$ cat src/verilog/ipw_cfg.svh
`ifndef IPW_CFG_SVH
`define IPW_CFG_SVH

// ------------------------------------------------------------
// Register map and field layout
// ------------------------------------------------------------
`define IPW_CFG_ADDR 16'hF1C0
`define IPW_CFG_RESET 16'h0000
`define IPW_VARIANT_SEL_BIT 5
`define IPW_FIELD_W 2
`define IPW_PINS 8
`define IPW_FREE_PINS 4

// ------------------------------------------------------------
// Timing
// ------------------------------------------------------------
`define IPW_CLK_PERIOD_NS 40
`define IPW_WAKE_MIN_NS 40
`define IPW_WAKE_CYCLES \
	((`IPW_WAKE_MIN_NS + `IPW_CLK_PERIOD_NS - 1) / `IPW_CLK_PERIOD_NS)

`endif

$ cat src/verilog/ipw_pkg.sv
package ipw_pkg;

	// Power-down sequencer states
	typedef enum logic [2:0] {
		ST_RUN,
		ST_DRAIN,
		ST_DOWN,
		ST_WAKE,
		ST_NEXT,
		ST_SERVICE
	} ipw_state_t;

	// Per-pin entry/exit level selection
	typedef enum logic [1:0] {
		FLD_UNUSED = 2'h0,
		FLD_ENTER_LOW = 2'h1,
		FLD_ENTER_HIGH = 2'h2,
		FLD_ANY_CHANGE = 2'h3
	} ipw_field_t;

endpackage : ipw_pkg

$ cat src/verilog/ipw_wake_detect.sv
`timescale 1ns/100ps
`include "ipw_cfg.svh"

module ipw_wake_detect
	import ipw_pkg::*;
(
	input wire logic [15:0] edgeCfg,
	input wire logic [7:0] pinLevel,
	input wire logic [7:0] entryLevel,
	output logic [7:0] pinInactive,
	output logic [7:0] pinWake
);

	// ------------------------------------------------------------
	// Per-pin level decode
	// ------------------------------------------------------------
	genvar i;
	generate
		for (i = 0; i < `IPW_PINS; i++)
		begin : g_pin
			ipw_field_t field;
			assign field = ipw_field_t'(edgeCfg[2*i+1:2*i]);
			// Pins are looked at as plain levels here
			always_comb
			begin
				unique case (field)
					FLD_UNUSED:
					begin
						pinInactive[i] = 1'b1;
						pinWake[i] = 1'b0;
					end
					FLD_ENTER_LOW:
					begin
						pinInactive[i] = ~pinLevel[i];
						pinWake[i] = pinLevel[i];
					end
					FLD_ENTER_HIGH:
					begin
						pinInactive[i] = pinLevel[i];
						pinWake[i] = ~pinLevel[i];
					end
					FLD_ANY_CHANGE:
					begin
						pinInactive[i] = 1'b1;
						pinWake[i] = pinLevel[i] ^ entryLevel[i];
					end
				endcase
			end
		end
	endgenerate

endmodule : ipw_wake_detect

$ cat src/verilog/ipw_powerdown.sv
`timescale 1ns/100ps
`include "ipw_cfg.svh"

module ipw_powerdown
	import ipw_pkg::*;
(
	input wire logic clk,
	input wire logic rst_n,
	input wire logic [15:0] sfrAddr,
	input wire logic sfrWrEn,
	input wire logic [15:0] sfrWrData,
	input wire logic sfrRdEn,
	output logic [15:0] sfrRdData,
	input wire logic [15:0] sysConfig,
	input wire logic pdInstr,
	input wire logic busBusy,
	input wire logic [7:0] fastWakePin,
	input wire logic [7:0] irqEnable,
	input wire logic [7:0] irqFlagClear,
	input wire logic resetInputPin_n,
	input wire logic delayBelowThresh,
	output logic [7:0] irqRequestFlag,
	output logic oscPllEnable,
	output logic pulldownEnable,
	output logic clocksGated,
	output logic unitsHold,
	output logic pdActive,
	output logic entryRefused,
	output logic resumeNext,
	output logic serviceReq,
	output logic [7:0] serviceSrc
);

	// ------------------------------------------------------------
	// State
	// ------------------------------------------------------------
	ipw_state_t state_q, state_d;
	logic [15:0] cfg_q, cfg_d;
	logic [15:0] rdData_q, rdData_d;
	logic [7:0] entryLevel_q, entryLevel_d;
	logic [7:0] wakeSrc_q, wakeSrc_d;
	logic [7:0] flag_q, flag_d;
	logic [3:0] holdCnt_q, holdCnt_d;
	logic clkGate_q, clkGate_d;
	logic refused_q, refused_d;
	logic [7:0] pinInactive;
	logic [7:0] pinWake;
	logic [7:0] allowMask;
	logic [7:0] eligible;
	logic [7:0] flagKeep;
	logic [3:0] holdNext;
	logic cfgHit;
	logic allInactive;
	logic variantSel;

	// Level decode of the wake pins
	ipw_wake_detect u_detect (
		.edgeCfg(cfg_q),
		.pinLevel(fastWakePin),
		.entryLevel(entryLevel_q),
		.pinInactive(pinInactive),
		.pinWake(pinWake)
	);

	// Wake qualification terms
	assign cfgHit = (sfrAddr == `IPW_CFG_ADDR);
	assign variantSel = sysConfig[`IPW_VARIANT_SEL_BIT];
	assign allInactive = &pinInactive;
	assign allowMask = {irqEnable[7:4], 4'hF};
	assign eligible = pinWake & allowMask;
	assign holdNext = holdCnt_q + 4'h1;
	assign flagKeep = flag_q & ~irqFlagClear;

	// ------------------------------------------------------------
	// Register access
	// ------------------------------------------------------------
	always_comb
	begin
		cfg_d = cfg_q;
		if (sfrWrEn && cfgHit)
			cfg_d = sfrWrData;
		rdData_d = 16'h0000;
		if (sfrRdEn && cfgHit)
			rdData_d = cfg_q;
	end

	// ------------------------------------------------------------
	// Sequencer
	// ------------------------------------------------------------
	always_comb
	begin
		state_d = state_q;
		entryLevel_d = entryLevel_q;
		wakeSrc_d = wakeSrc_q;
		holdCnt_d = 4'h0;
		clkGate_d = clkGate_q;
		refused_d = 1'b0;
		flag_d = flagKeep;
		unique case (state_q)
			ST_RUN, ST_DRAIN:
			begin
				if ((state_q == ST_DRAIN) || (pdInstr && variantSel))
				begin
					if (busBusy)
						state_d = ST_DRAIN;
					else if (allInactive)
					begin
						state_d = ST_DOWN;
						entryLevel_d = fastWakePin;
						clkGate_d = 1'b1;
					end
					else
					begin
						state_d = ST_RUN;
						refused_d = 1'b1;
					end
				end
			end
			ST_DOWN:
			begin
				if (!resetInputPin_n)
				begin
					state_d = ST_RUN;
					clkGate_d = 1'b0;
				end
				else if (|eligible)
				begin
					// Count the cycles a wake level is held
					holdCnt_d = holdNext;
					if (holdNext >= 4'(`IPW_WAKE_CYCLES))
					begin
						state_d = ST_WAKE;
						wakeSrc_d = eligible;
						flag_d = flagKeep | eligible;
					end
				end
			end
			ST_WAKE:
			begin
				if (!resetInputPin_n)
				begin
					state_d = ST_RUN;
					clkGate_d = 1'b0;
				end
				else if (delayBelowThresh)
				begin
					state_d = ST_NEXT;
					clkGate_d = 1'b0;
				end
			end
			ST_NEXT:
			begin
				// Next instruction first, then service if enabled
				if (|(wakeSrc_q & irqEnable))
					state_d = ST_SERVICE;
				else
					state_d = ST_RUN;
			end
			ST_SERVICE:
			begin
				state_d = ST_RUN;
			end
		endcase
	end

	// Registers
	always_ff @(posedge clk)
	begin
		if (!rst_n)
		begin
			state_q <= ST_RUN;
			cfg_q <= `IPW_CFG_RESET;
			rdData_q <= 16'h0000;
			entryLevel_q <= 8'h00;
			wakeSrc_q <= 8'h00;
			flag_q <= 8'h00;
			holdCnt_q <= 4'h0;
			clkGate_q <= 1'b0;
			refused_q <= 1'b0;
		end
		else
		begin
			state_q <= state_d;
			cfg_q <= cfg_d;
			rdData_q <= rdData_d;
			entryLevel_q <= entryLevel_d;
			wakeSrc_q <= wakeSrc_d;
			flag_q <= flag_d;
			holdCnt_q <= holdCnt_d;
			clkGate_q <= clkGate_d;
			refused_q <= refused_d;
		end
	end

	// ------------------------------------------------------------
	// Outputs
	// ------------------------------------------------------------
	assign sfrRdData = rdData_q;
	assign irqRequestFlag = flag_q;
	assign clocksGated = clkGate_q;
	assign unitsHold = clkGate_q;
	assign oscPllEnable = (state_q != ST_DOWN);
	assign pulldownEnable = (state_q == ST_WAKE);
	assign pdActive = (state_q == ST_DOWN);
	assign entryRefused = refused_q;
	assign resumeNext = (state_q == ST_NEXT);
	assign serviceReq = (state_q == ST_SERVICE);
	assign serviceSrc = wakeSrc_q;
endmodule : ipw_powerdown

$ cat config.mk
export PLATFORM = sky130hd
export DESIGN_NAME = ipw_powerdown
export DESIGN_NICKNAME = d
export VERILOG_FILES = /design/src/verilog/ipw_pkg.sv /design/src/verilog/ipw_wake_detect.sv /design/src/verilog/ipw_powerdown.sv
export VERILOG_INCLUDE_DIRS = /design/src /design/src/verilog
export SDC_FILE = /design/constraint.sdc
export NUM_CORES = 1
export LEC_CHECK = 0
export BUFFER_PORTS_ARGS = -buffer_cell sky130_fd_sc_hd__buf_2
export CORE_MARGIN = 4
export CORE_UTILIZATION = 43
export CTS_BUF_LIST = sky130_fd_sc_hd__clkbuf_8 sky130_fd_sc_hd__clkbuf_16
export DETAILED_ROUTE_END_ITERATION = 10
export GPL_TIMING_DRIVEN = 0
export PLACE_DENSITY = 0.7
export RECOVER_POWER = 100
export SYNTH_ARGS = -nofsm -noshare
export SYNTH_HDL_FRONTEND = slang
export SYNTH_SLANG_ARGS = --single-unit
$ cat constraint.sdc
create_clock -name clk -period 2.8 [get_ports clk]
set_input_delay 0.14 -clock clk [delete_from_list [all_inputs] [get_ports clk]]
set_output_delay 0.14 -clock clk [all_outputs]
set_load 0.02 [all_outputs]
==> parameters.txt <==
Parameter                              Value

Critical path
  CP arrival    2900 ps
  CP endpoint kind    register
  Delay of the slowest critical-path stage    540 ps
  Cell-by-cell trace of the critical path    inv_1, ha_1, nand2b_1, a311oi_1, nor4_2, a21oi_2, and4_1, buf_6, buf_6, a22o_1
  Required time of the worst setup path    3080 ps
  Crit Path Class    register to register
  Maximum net fanout on the critical path    10
  CP Launch Type    register
  Category of cells accounting for the largest share of critical-path delay    compound AO/OA/AOI/OAI gates
  Buffer and inverter count on the worst path    3
  Master of the slowest instance on the critical path    a311oi_1
  Library cell appearing most often on the critical path    buf_6

Logic synthesis
  Count of state elements after synthesis    65
  Async SR Flop Fraction    0%
  Count of flip-flops with a built-in enable after synthesis    0
  Nets in the synthesized netlist    483
  Largest cells by area after synthesis    dfxtp_1 (38%), ha_1 (16%), mux2i_1 (7.3%), inv_1 (4.3%), nor3_1 (3.1%)
  Cell count after synthesis    359
  Synthesized cell area    3425 um2
  Share of Yosys cell area claimed by the top area cell type    38.00%
  Sequential cell area fraction in the yosys report    38.00%
  Mapped Avg Cell Area    9.539 um2
  Number of warnings printed during yosys synthesis    0
  Unique masters post-synth    46
  Biggest area consumer among synthesized cells    dfxtp_1
  Predominant post-synthesis flop cell    dfxtp_1

Worst hold path
  Class of the worst hold path    input port to register

Clock tree
  Root cell of the clock tree    clkbuf_8
  Deepest level of the CTS H-tree    3
  Clock transition at path regs    70 ps
  TritonCTS clock tree    yes
  Source-to-sink clock delay at the later pin of the worst-skew pair    340 ps
  Sinks on Clock Net    65
  Worst-case clock buffer depth    2
  CTS Buf Count    9

Cells and area
  Proportion of layout cells with a drive suffix above 1    18.83%
  Final Cell Area    4252 um2
  Area overhead of the layout relative to synthesis    24.15%
  Filler instances    732
  ANT cells    0
  FF/Latch Area    1301 um2
  Area taken by multi-input logic gates    1929 um2
  Count of nets after finishing    598

Timing
  Number of pins with negative max-slew slack in the final report    0
  Final-report setup violation count    0
  Maximum clock frequency    382.6 MHz
  Final Cycle Share    93.35%
  Final critical-path required period    2614 ps
  Final Hold Viols    0
  Slew Limit Headroom    47.97%
  Clk_skew    6.186 ps
  Unrepaired setup endpoints after global routing    false
  Setup TNS    0 ps
  Worst-margin pin slew    775.2 ps

Global routing
  GRT Overall Usage    18.58%
  Number of antenna violations at the first check in global routing    0
  Wire length of the first global-routing pass    14.37 mm
  Via count of the first global-routing pass    2980
  Global routing usage on met1    23.05%
  Met2 usage    31.58%
  Largest net degree at the start of global routing    11
  Overflow left after global routing    0
  Most utilized layer in the global route result    met2
  Global-route met3 utilization    5.528%

Power
  Areal power density over the cells    517.1 nW/um2
  Leak Pwr    1.830 nW
  Largest vdd supply drop    0.3255 mV

Floorplanning
  Die Footprint    9456 um2
  Ports    120
  Die Width    97.24 um
  Effective utilization at floorplan    44.32%
  Area of the core    7727 um2
  Height of the die    97.24 um
  Number of cell rows    32

Placement
  Gp weighted congestion    0.8660
  HPWL reported at the end of detailed placement    6.900 mm
  Number of input and output port buffers inserted    103
  Post-place instance area    4068 um2

Drt
  Detailed-routing iteration count for the pre-antenna-repair pass    4
  Routed Antenna Nets    0
  First-iteration detailed-routing DRC count    98
  Via/cell ratio    5.157
  DRC    0
  Routed length per instance    15.23 um
  Final wirelength    8.835 mm
  Total number of vias    2991

Run status
  Result of the run    completed

Flow run
  Max Cap Viol    0
==> synthesized netlist by cell type, types with 2 or more instances <==
cell type,instances
a211oi_1,9
a21oi_1,2
a221oi_1,2
a22o_1,10
a22oi_1,4
a311oi_1,8
a31oi_1,2
a32o_1,7
a32oi_1,3
and2_1,4
and3_1,3
buf_2,2
buf_6,3
clkbuf_1,4
dfxtp_1,65
ha_1,44
inv_1,39
mux2i_1,25
nand2_1,20
nand2b_1,12
nand3_1,3
nand3b_1,9
nand4_1,5
nor2_1,26
nor2b_1,2
nor3_1,21
nor4_1,2
nor4b_1,2
o21ai_0,3
xnor2_1,2
==> area by class of cell <==
cell class,instances,area share (%)
multi-input cells,243,45.38
flip-flops and latches,65,30.61
repair buffers,104,11.18
clock buffers,11,3.561
inverters,40,3.531
well taps,102,3.002
plain buffers,11,1.707
clock inverters,4,1.030
==> stage by stage <==
| stage | std cells | worst slack (ps) | util [%] | hold WS (ps) | power [mW] |
|---|---|---|---|---|---|
| floorplan | 359 | 509.1 | - | 227.7 | 1.279 |
| global placement | 564 | 95.47 | 52.64 | 320.6 | 1.410 |
| finish | 580 | 186.1 | 55.02 | 28.89 | 2.198 |
| detailed placement | 564 | 93.05 | 52.64 | 320.9 | 1.418 |
| global route | 580 | 12.95 | 55.02 | 31.36 | 2.314 |
| CTS | 580 | 69.78 | 55.29 | 21.80 | 2.211 |
==> tightest hold or removal path, stage by stage <==
cell,delay (ps)
buf_2,70
mux2i_1,50
nor2_1,70
==> cells by family after synthesis <==
family	synth area share (%)
and+or+nand+nor	18.01
DFF	38.00
AOI/OAI and AO/OA	13.26
buffers and inverters	6.576
adders and majority gates	16.08
muxes	7.307
xor gates and xnor gates	0.7674
==> routing by layer <==
metal	routed length, um	vias up
met2	4181	87
met5	0	-
li1	-	1493
met4	122	0
met3	583	15
met1	3947	1396
==> timing repair <==
action	in CTS	in global routing
endpoints found under the setup margin	0	18
gates resized for setup	0	5
setup buffers	0	0
hold endpoints to repair	1	0
hold buffers	1	0
==> power by group <==
group | internal (mW) | switching, mW
Sequential | 0.960 | 0.0371
Combinational | 0.165 | 0.240
Clock | 0.449 | 0.348
Total | 1.57 | 0.625
==> placed cells by master (no fill, tap or decap), drive strengths merged, types with 9 or more instances in the layout <==
cell type / n
nand2b: 12
nor3: 21
clkbuf: 57
inv: 40
a22o: 10
nor2: 26
nand3b: 9
nand2: 20
buf: 67
a211oi: 9
dfxtp: 65
ha: 44
mux2i: 25
==> worst paths after layout <==
kind	from	end	slack, ps	depth (start not counted)
worst min-delay path	sfrWrData[6]	cfg_q[6]	30	3
worst max register to register	cfg_q[8]	serviceSrc[7]	190	10
worst min register to register	irqRequestFlag[7]	irqRequestFlag[7]	480	2
worst max-delay path	cfg_q[8]	serviceSrc[7]	190	10
==> sequential cells by signal (all words and copies together), names as in the netlist <==
register,count
holdCnt_q,4
entryRefused,1
irqRequestFlag,8
clocksGated,1
sfrRdData,16
state_q,3
cfg_q,16
serviceSrc,8
entryLevel_q,8
Note: power is estimated with default switching activity, not from simulation.
